[src/pkg/gpio_params.svh]
// register indices, field positions, reset values and bus codes for the port block
`ifndef GPIO_PARAMS_SVH
`define GPIO_PARAMS_SVH
`define IDX_CONV_LATCH    4'h1
`define IDX_PLAIN_LATCH   4'h2
`define IDX_SHARED_LATCH  4'h3
`define IDX_CONV_DIR      4'h4
`define IDX_PLAIN_DIR     4'h5
`define IDX_SHARED_DIR    4'h6
`define IDX_PLAIN_PULLUP  4'h7
`define IDX_PERIPH_CTRL   4'h8
`define CTRL_SERIAL_EN    0
`define CTRL_MASTER_SEL   1
`define CTRL_ELS_LSB      2
`define CTRL_W            10
`define DIR_RESET         8'h00
`define PULLUP_RESET      8'h00
`define CTRL_RESET        10'h000
`define HTRANS_NONSEQ     2'h2
`define HSIZE_WORD        3'h2
`define HRESP_OKAY        1'h0
`endif

[src/pkg/gpio_pkg.sv]
// types shared by the port block
package gpio_pkg;
  typedef struct packed {
    logic [7:0] value;
    logic [7:0] oe;
  } pin_drive_s;

  typedef struct packed {
    logic [7:0] els;
    logic       master_sel;
    logic       serial_en;
  } periph_ctrl_s;

  typedef enum logic [2:0] {
    ST_IDLE = 3'b001,
    ST_WAIT = 3'b010,
    ST_RESP = 3'b100
  } bus_state_e;
endpackage : gpio_pkg

[src/hw/gpio_ports_b_c_d.sv]
// three-port gpio block with ahb-lite register slave
//
// Design decision made here: register access over AHB-Lite.
`timescale 1ns/10ps
`include "gpio_params.svh"
module gpio_ports_b_c_d
  import gpio_pkg::*;
#(
  parameter int PLAIN_W = 7
) (
  input  wire logic               core_clk,
  input  wire logic               reset_n,
  input  wire logic               hsel,
  input  wire logic [31:0]        haddr,
  input  wire logic [1:0]         htrans,
  input  wire logic               hwrite,
  input  wire logic [2:0]         hsize,
  input  wire logic [31:0]        hwdata,
  input  wire logic               hready,
  output logic                    hreadyout,
  output logic [31:0]             hrdata,
  output logic                    hresp,
  input  wire logic [7:0]         conv_pin_in,
  output pin_drive_s              conv_pin_drive,
  input  wire logic [PLAIN_W-1:0] plain_pin_in,
  output logic [PLAIN_W-1:0]      plain_pin_out,
  output logic [PLAIN_W-1:0]      plain_pin_oe,
  output logic [PLAIN_W-1:0]      plain_pin_pullup,
  input  wire logic [7:0]         shared_pin_in,
  output pin_drive_s              shared_pin_drive,
  output logic [7:0]              shared_pin_level,
  input  pin_drive_s              periph_drive,
  output periph_ctrl_s            periph_ctrl
);

  logic [7:0]         conv_meta;
  logic [7:0]         conv_sync;
  logic [PLAIN_W-1:0] plain_meta;
  logic [PLAIN_W-1:0] plain_sync;
  logic [7:0]         shared_meta;
  logic [7:0]         shared_sync;
  logic [7:0]         conv_port_latch;
  logic [7:0]         conv_port_direction;
  logic [PLAIN_W-1:0] plain_port_latch;
  logic [PLAIN_W-1:0] plain_port_direction;
  logic [PLAIN_W-1:0] plain_port_pullup_enable;
  logic [7:0]         shared_port_latch;
  logic [7:0]         shared_port_direction;
  periph_ctrl_s       ctrl;
  logic [7:0]         owned;
  bus_state_e         state;
  logic [3:0]         reg_idx;
  logic               addr_ok;
  logic               is_write;
  logic               accept;
  logic               wr_en;
  logic [31:0]        next_rdata;

  function automatic logic [7:0] port_read(input logic [7:0] dir, input logic [7:0] latch,
                                           input logic [7:0] pin);
    port_read = (dir & latch) | (~dir & pin);
  endfunction : port_read

  // pin synchronisers
  always_ff @(posedge core_clk) begin
    conv_meta   <= conv_pin_in;
    conv_sync   <= conv_meta;
    plain_meta  <= plain_pin_in;
    plain_sync  <= plain_meta;
    shared_meta <= shared_pin_in;
    shared_sync <= shared_meta;
  end

  assign shared_pin_level = shared_sync;

  // ahb-lite slave: one wait state per transfer
  assign accept = hsel && hready && htrans == `HTRANS_NONSEQ;
  assign wr_en  = state == ST_WAIT && is_write && addr_ok;

  always_ff @(posedge core_clk) begin
    if (!reset_n) begin
      state     <= ST_IDLE;
      hreadyout <= 1'b1;
      hresp     <= `HRESP_OKAY;
      reg_idx   <= 4'h0;
      addr_ok   <= 1'b0;
      is_write  <= 1'b0;
    end else begin
      case (state)
        ST_IDLE, ST_RESP: begin
          if (accept) begin
            state     <= ST_WAIT;
            hreadyout <= 1'b0;
            reg_idx   <= haddr[5:2];
            addr_ok   <= haddr[31:6] == 26'h0 && haddr[1:0] == 2'h0 && hsize == `HSIZE_WORD;
            is_write  <= hwrite;
          end else begin
            state     <= ST_IDLE;
            hreadyout <= 1'b1;
          end
        end
        ST_WAIT: begin
          state     <= ST_RESP;
          hreadyout <= 1'b1;
        end
        default: begin
          state     <= ST_IDLE;
          hreadyout <= 1'b1;
        end
      endcase
    end
  end

  // read mux, direction bit selects latch or pin even on owned pins
  always_comb begin
    next_rdata = 32'h0;
    if (addr_ok) begin
      case (reg_idx)
        `IDX_CONV_LATCH:   next_rdata[7:0] = port_read(conv_port_direction, conv_port_latch, conv_sync);
        `IDX_PLAIN_LATCH:  next_rdata[PLAIN_W-1:0] = PLAIN_W'(port_read(8'(plain_port_direction),
                                                     8'(plain_port_latch), 8'(plain_sync)));
        `IDX_SHARED_LATCH: next_rdata[7:0] = port_read(shared_port_direction, shared_port_latch,
                                                       shared_sync);
        `IDX_CONV_DIR:     next_rdata[7:0] = conv_port_direction;
        `IDX_PLAIN_DIR:    next_rdata[PLAIN_W-1:0] = plain_port_direction;
        `IDX_SHARED_DIR:   next_rdata[7:0] = shared_port_direction;
        `IDX_PLAIN_PULLUP: next_rdata[PLAIN_W-1:0] = plain_port_pullup_enable;
        `IDX_PERIPH_CTRL:  next_rdata[`CTRL_W-1:0] = ctrl;
        default:           next_rdata = 32'h0;
      endcase
    end
  end

  always_ff @(posedge core_clk) begin
    if (!reset_n) begin
      hrdata <= 32'h0;
    end else if (state == ST_WAIT && !is_write) begin
      hrdata <= next_rdata;
    end
  end

  // data latches: no reset, written whatever the direction
  always_ff @(posedge core_clk) begin
    if (wr_en && reg_idx == `IDX_CONV_LATCH) begin
      conv_port_latch <= hwdata[7:0];
    end
    if (wr_en && reg_idx == `IDX_PLAIN_LATCH) begin
      plain_port_latch <= hwdata[PLAIN_W-1:0];
    end
    if (wr_en && reg_idx == `IDX_SHARED_LATCH) begin
      shared_port_latch <= hwdata[7:0];
    end
  end

  // direction, pullup and peripheral control registers
  always_ff @(posedge core_clk) begin
    if (!reset_n) begin
      conv_port_direction      <= `DIR_RESET;
      plain_port_direction     <= PLAIN_W'(`DIR_RESET);
      shared_port_direction    <= `DIR_RESET;
      plain_port_pullup_enable <= PLAIN_W'(`PULLUP_RESET);
      ctrl                     <= `CTRL_RESET;
    end else if (wr_en) begin
      case (reg_idx)
        `IDX_CONV_DIR:     conv_port_direction      <= hwdata[7:0];
        `IDX_PLAIN_DIR:    plain_port_direction     <= hwdata[PLAIN_W-1:0];
        `IDX_SHARED_DIR:   shared_port_direction    <= hwdata[7:0];
        `IDX_PLAIN_PULLUP: plain_port_pullup_enable <= hwdata[PLAIN_W-1:0];
        `IDX_PERIPH_CTRL:  ctrl                     <= hwdata[`CTRL_W-1:0];
        default:           ctrl                     <= ctrl;
      endcase
    end
  end

  assign periph_ctrl = ctrl;

  // pin ownership of the shared port
  assign owned[0] = ctrl.serial_en && !ctrl.master_sel;
  assign owned[1] = ctrl.serial_en;
  assign owned[2] = ctrl.serial_en;
  assign owned[3] = ctrl.serial_en;
  genvar t;
  generate
    for (t = 0; t < 4; t++) begin : g_timer_pin
      assign owned[4+t] = ctrl.els[2*t+1 -: 2] != 2'h0;
    end
  endgenerate

  // pin drivers
  always_ff @(posedge core_clk) begin
    if (!reset_n) begin
      conv_pin_drive <= '0;
    end else begin
      conv_pin_drive.oe    <= conv_port_direction;
      conv_pin_drive.value <= conv_port_latch & conv_port_direction;
    end
  end

  always_ff @(posedge core_clk) begin
    if (!reset_n) begin
      plain_pin_out    <= PLAIN_W'(0);
      plain_pin_oe     <= PLAIN_W'(0);
      plain_pin_pullup <= PLAIN_W'(0);
    end else begin
      plain_pin_out    <= plain_port_latch & plain_port_direction;
      plain_pin_oe     <= plain_port_direction;
      plain_pin_pullup <= plain_port_pullup_enable & ~plain_port_direction;
    end
  end

  always_ff @(posedge core_clk) begin
    if (!reset_n) begin
      shared_pin_drive <= '0;
    end else begin
      shared_pin_drive.oe    <= (owned & periph_drive.oe) | (~owned & shared_port_direction);
      shared_pin_drive.value <= (owned & periph_drive.value)
                              | (~owned & shared_port_direction & shared_port_latch);
    end
  end

  generate
    for (genvar p = 0; p < 4; p++) begin : g_timer_check

    end
  endgenerate
endmodule : gpio_ports_b_c_d

[config.mk]
export PLATFORM = sky130hd
export DESIGN_NAME = gpio_ports_b_c_d
export DESIGN_NICKNAME = d
export VERILOG_FILES = /design/src/pkg/gpio_pkg.sv /design/src/hw/gpio_ports_b_c_d.sv
export VERILOG_INCLUDE_DIRS = /design/src /design/src/pkg
export SDC_FILE = /design/constraint.sdc
export NUM_CORES = 1
export LEC_CHECK = 0
export BUFFER_PORTS_ARGS = -buffer_cell sky130_fd_sc_hd__buf_4
export CAP_MARGIN = 20
export CORE_ASPECT_RATIO = 0.8
export CORE_MARGIN = 8
export CORE_UTILIZATION = 45
export CTS_CLUSTER_DIAMETER = 80
export DETAILED_ROUTE_END_ITERATION = 16
export PLACE_DENSITY = 0.73
export SYNTH_ARGS = -nofsm -noshare
export SYNTH_HDL_FRONTEND = slang
export SYNTH_SLANG_ARGS = --single-unit
export TNS_END_PERCENT = 5
[constraint.sdc]
create_clock -name core_clk -period 2 [get_ports core_clk]
set_input_delay 0.3 -clock core_clk [delete_from_list [all_inputs] [get_ports core_clk]]
set_output_delay 0.3 -clock core_clk [all_outputs]
set_load 0.02 [all_outputs]
; ---- After elaboration in Yosys (flattened, before gate mapping)
; Cells that the tools add are included.
[word_totals]
register_bits = 204
latchBits = 0
ram_bits = 0
mem_bits_ro = 0
output_inout_bits = 105
elab_cells = 98
n_memories = 0
[classes]
addsub = 0
mul = 0
n_div = 0
magnitude_cmp = 0
eq_ne = 13
shifts = 0
muxes = 7
n_bitwise = 22
n_reduce_logical = 27
[ops]
columns = cell, n
row1 = $and A8 B8 Y8, 8
row2 = $pmux W7 S8, 1
row3 = $or A8 B8 Y8, 4
row4 = $and A7 B7 Y7, 4
row5 = $logic_not A26 Y1, 1
row6 = $not A8 Y8, 3
row7 = $eq A4 B3 Y1 const B, 4
row8 = $not A7 Y7, 2
row9 = $reduce_and A2 Y1, 7
row10 = $logic_and A1 B1 Y1, 11
row11 = $mux W10, 1
row12 = $eq A4 B2 Y1 const B, 2
row13 = $reduce_bool A2 Y1, 4
row14 = $or A7 B7 Y7, 1
row15 = $eq A3 B2 Y1 const B, 2
row16 = $pmux W3 S2, 1
row17 = $pmux W1 S5, 1
row18 = $eq A4 B1 Y1 const B, 1
row19 = $eq A4 B4 Y1 const B, 1
row20 = $mux W2, 2
row21 = $eq A3 B1 Y1 const B, 1
row22 = $eq A3 B3 Y1 const B, 1
row23 = $eq A2 B2 Y1 const B, 1
row24 = $logic_not A1 Y1, 2
row25 = other kinds (3), 3

; ---- Depth between registers and ports, before layout
[depth]
depth_word = 6
depth_mapped = 7

; ---- Worst setup path before layout
; No wires, ideal clock.
[synth_path]
kind = reg2reg
from = register reg_idx[3]
to = register conv_port_latch[0] (enable)
setup_ns = 0.332
arrival_time_ns = 1.296
setup_slack_ns = 0.372
path_stages_with_launch = 4
path_cell_list = dfxtp_1 buf_2 nor4b_4 and3_1
[synth_between]
elab_chain_cells = 2
[synth_rtl]
columns = element, line
row1 = "start, declared", gpio_ports_b_c_d.sv:52  ; logic [3:0] reg_idx;
row2 = "start signal, assigned", gpio_ports_b_c_d.sv:94  ; reg_idx <= haddr[5:2];
row3 = $eq A4 B1 Y1, -
row4 = $logic_and A1 B1 Y1 (no line), -
row5 = "end signal, assigned", gpio_ports_b_c_d.sv:145  ; conv_port_latch <= hwdata[7:0];
row6 = "end, declared", gpio_ports_b_c_d.sv:42  ; logic [7:0] conv_port_latch;
; Every way passes these cells.
; A chain may end at the register's enable or synchronous reset.

; ---- Final worst setup path
[layout_path]
from = register reg_idx[2]
to = register ctrl (netlist bit periph_ctrl[9])
[layout_between]
elab_chain_cells = 2
[layout_rtl]
columns = element, line
row1 = $eq A4 B4 Y1, gpio_ports_b_c_d.sv:164  ; case (reg_idx)
row2 = $reduce_and A2 Y1 (no line), -
row3 = "end signal, assigned", gpio_ports_b_c_d.sv:162  ; ctrl <= `CTRL_RESET;
row4 = "end signal, assigned", gpio_ports_b_c_d.sv:169  ; `IDX_PERIPH_CTRL: ctrl <= hwdata[`CTRL_W-1:0];
row5 = "end signal, assigned", gpio_ports_b_c_d.sv:170  ; default: ctrl <= ctrl;
row6 = "end, declared", gpio_ports_b_c_d.sv:49  ; periph_ctrl_s ctrl;
; Every way passes these cells.

==> results.yml <==
run_status:
  status: "completed"
critical_path:
  reg2reg_depth: 6
  worst_setup_path_start_kind: "flip-flop"
  critical_path_class: "reg -> reg"
  reg2reg_slack_ns: 0.17
  rr_startpoint: "reg_idx[2]$_SDFFE_PN0P_"
  worstPathArrival_ns: 2.12
  crit_required_ns: 2.29
  crit_fanout: 19
  regToRegEndpoint: "periph_ctrl[9]$_SDFFE_PN0P_"
  critPathCaptureType: "flip-flop"
synth:
  syn_area_per_cell_sq_um: 11.1
  synth-edff-count: 23
  ys.flop_type: "dfxtp_1"
  synth_top_cell_by_area: "dfxtp_1"
  yosys-mux-area-fraction: 0.0827
  synthArstFlopShare: 0
  synthTopCellsByArea: "dfxtp_1 50%, edfxtp_1 11%, mux2_2 4.2%"
  synth_top_family_by_area: "simple AND/OR/NAND/NOR gates"
  synth-seq-cells: 182
  syn_area_sq_um: 6420
  yosysWarningCount: 0
  yosys.area_share.simple: 0.162
  synth-xor-area-share: 0.00273
  synthCells: 576
  synth_compound_area_frac: 0.0885
  yosysTopAreaCellShare: 0.496
  ys_seq_area_frac: 0.604
  synth_cell_types: 47
  synthAdderAreaFrac: 0
flow_run:
  maxCapViolCount: 0
sta:
  hold_viol: 0
  worstMarginPinSlew_ns: 0.662
  max_freq_ghz: 0.546
  setup_violations: 0
  fin_crit_sh: 0.915
  slew_violations: 0
  holdWs_ns: 0.0982
  rsz0062_at_grt: "no"
  period_minus_slack_ns: 1.83
  slew_headroom: 0.557
  tns_ns: 0
  skew_ns: 0.0127
grt:
  antenna_found_initial: 0
  grt_usage: 0.187
  grt_pass1_wl_microns: 26400
  overflow: 0
  grt_max_degree: 55
  grt_pass1_vias: 4890
power_and_ir_drop:
  peakVddDrop_mv: 0.660
  power_leakage_uw: 0.00372
  p_per_area_nw_per_um2: 841
hold_path:
  min_from: "hwdata[7]"
  hold_depth: 1
  holdCritPathClass: "in -> reg"
  hold_end: "conv_port_latch[7]$_DFFE_PP_"
floorplan:
  rows: 39
  core-area_sq_um: 14100
  ios: 218
  die_h_microns: 123
  dieArea_sq_um: 18400
  initial_core_util: 0.455
  die_w_microns: 150
clock_tree:
  cts_inserted_buffers: 17
  clock_sinks: 182
  clockBufferDepth: 2
  htreeDepth: 4
  clk_root_buffer_cell: "clkbuf_16"
  clk_latency_ns: 0.43
  cts_tree: "done"
  clk_pin_slew_ns: 0.06
detailed_routing:
  avgViaCountPerCell: 5.03
  first_pass_iters: 4
  drt-initial-drc-count: 252
  ant_nets: 0
  avgRoutedWirePerCell_microns: 17.9
  drc: 0
  num_vias: 4891
  wl_microns: 17500
placed_design:
  io_buffers: 172
  dpl.hpwl_microns: 12800
  gp_congestion: 0.847
finish:
  layout.nets: 889
  area_delta_synth_final_pct: 34.3
  final_core_util: 0.611
  drive_gt1_frac: 0.313
  diodes: 0
==> power by group <==
part	internal, uW	total [uW]	switching [uW]
Combinational	191	361	171
Sequential	3750	3770	23.4
Clock	1750	3110	1370
Total	5690	7250	1560
==> routing by layer <==
layer,up-vias,share of wire,global-route usage
met2,174,0.48,0.305
met4,0,0.011,0.0623
met5,-,0,0
met1,2310,0.43,0.224
met3,14,0.088,0.0693
li1,2393,-,-
==> through the flow <==
| stage | area [sq um] | power [uW] | instances | worst slack [ns] |
|---|---|---|---|---|
| 5_1_grt | 8620 | 7500 | 973 | 0.0264 |
| 6_report | 8620 | 7250 | 973 | 0.169 |
| 2_1_floorplan | 6500 | 4010 | 598 | 0.372 |
| 3_5_place_dp | 7830 | 4180 | 918 | 0.145 |
| 3_3_place_gp | 7830 | 4170 | 918 | 0.204 |
| 4_1_cts | 8610 | 7320 | 973 | 0.142 |
==> registers in the layout, indices dropped and copies added (netlist names), 8 cells and up <==
| register | cells |
|---|---|
| conv_pin_drive | 16 |
| shared_pin_drive | 16 |
| hrdata | 10 |
| periph_ctrl | 10 |
| conv_meta | 8 |
| conv_port_direction | 8 |
| conv_port_latch | 8 |
| conv_sync | 8 |
| shared_meta | 8 |
| shared_pin_level | 8 |
| shared_port_direction | 8 |
| shared_port_latch | 8 |
==> cell families after synthesis <==
kind of cell	count (synthesis)
AOI/OAI and AO/OA	92
xor gates and xnor gates	2
buffers and inverters	67
DFF	182
muxes	50
other	1
and+or+nand+nor	182
==> placed cells by master, fill, tap and decap left out, types with 16 or more instances in the layout <==
cell type | netlist | routed
nor2_1 | 34 | 34
nand2_1 | 43 | 43
nand3_1 | 25 | 24
conb_1 | 1 | 23
dfxtp_1 | 159 | 159
clkbuf_16 | 0 | 17
inv_1 | 16 | 16
mux2_2 | 24 | 24
and3b_1 | 16 | 16
edfxtp_1 | 23 | 23
o21ai_0 | 37 | 37
dlygate4sd3_1 | 0 | 23
a21oi_1 | 22 | 22
mux2i_1 | 26 | 26
buf_4 | 25 | 184
and3_1 | 19 | 19
==> how the worst max path moves through the flow <==
stage / slack (ns) / cells past startpoint / from / endpoint
after floorplan: 0.37 / 3 / reg_idx[3]$_SDFFE_PN0P_ / conv_port_latch[0]$_DFFE_PP_
after global placement: 0.20 / 5 / reg_idx[1]$_SDFFE_PN0P_ / shared_port_direction[6]$_SDFFE_PN0P_
after detailed placement: 0.15 / 5 / reg_idx[1]$_SDFFE_PN0P_ / shared_port_direction[3]$_SDFFE_PN0P_
after CTS: 0.14 / 5 / reg_idx[1]$_SDFFE_PN0P_ / shared_port_direction[5]$_SDFFE_PN0P_
after global routing: 0.03 / 4 / state[1]$_SDFF_PN0_ / plain_port_pullup_enable[3]$_SDFFE_PN0P_
final: 0.17 / 6 / reg_idx[2]$_SDFFE_PN0P_ / periph_ctrl[9]$_SDFFE_PN0P_
==> final cells by class <==
cell class	instances	area, sq um
Tap cell	184	230
Fill cell	1114	5480
Inverter	17	63.8
Multi-Input combinational cell	349	2250
Timing Repair Buffer	209	1650
Clock inverter	11	98.8
Clock buffer	21	450
Sequential cell	182	3870
==> cell usage after synthesis (2+ instances only) <==
library cell  number
a211oi_1           7
a21oi_1           22
a22o_1             7
a22oi_1            7
a32oi_1            2
and2_1             8
and3_1            19
and3b_1           16
buf_1              2
buf_2              6
buf_4             25
buf_6              4
clkbuf_1          13
dfxtp_1          159
edfxtp_1          23
inv_1             16
mux2_2            24
mux2i_1           26
nand2_1           43
nand2b_1           2
nand3_1           25
nand3b_1           2
nand4_1            5
nor2_1            34
nor3_1             2
nor3b_1            8
nor4_1             6
o2111ai_1          7
o21ai_0           37
xor2_1             2
==> what timing repair did <==
action,in CTS,in global routing
hold endpoints to repair,23,0
buffers inserted,0,0
gates resized for setup,0,1
hold buffers,23,0
endpoints found under the setup margin,0,8
==> critical path, stage by stage (launching register included) <==
cell	delay (ns)
dfxtp_1	0.54
buf_4	0.31
and2b_1	0.22
and4_1	0.20
buf_4	0.20
mux2i_1	0.18
nor2_1	0.05
Note: power is estimated with default switching activity, not from simulation.
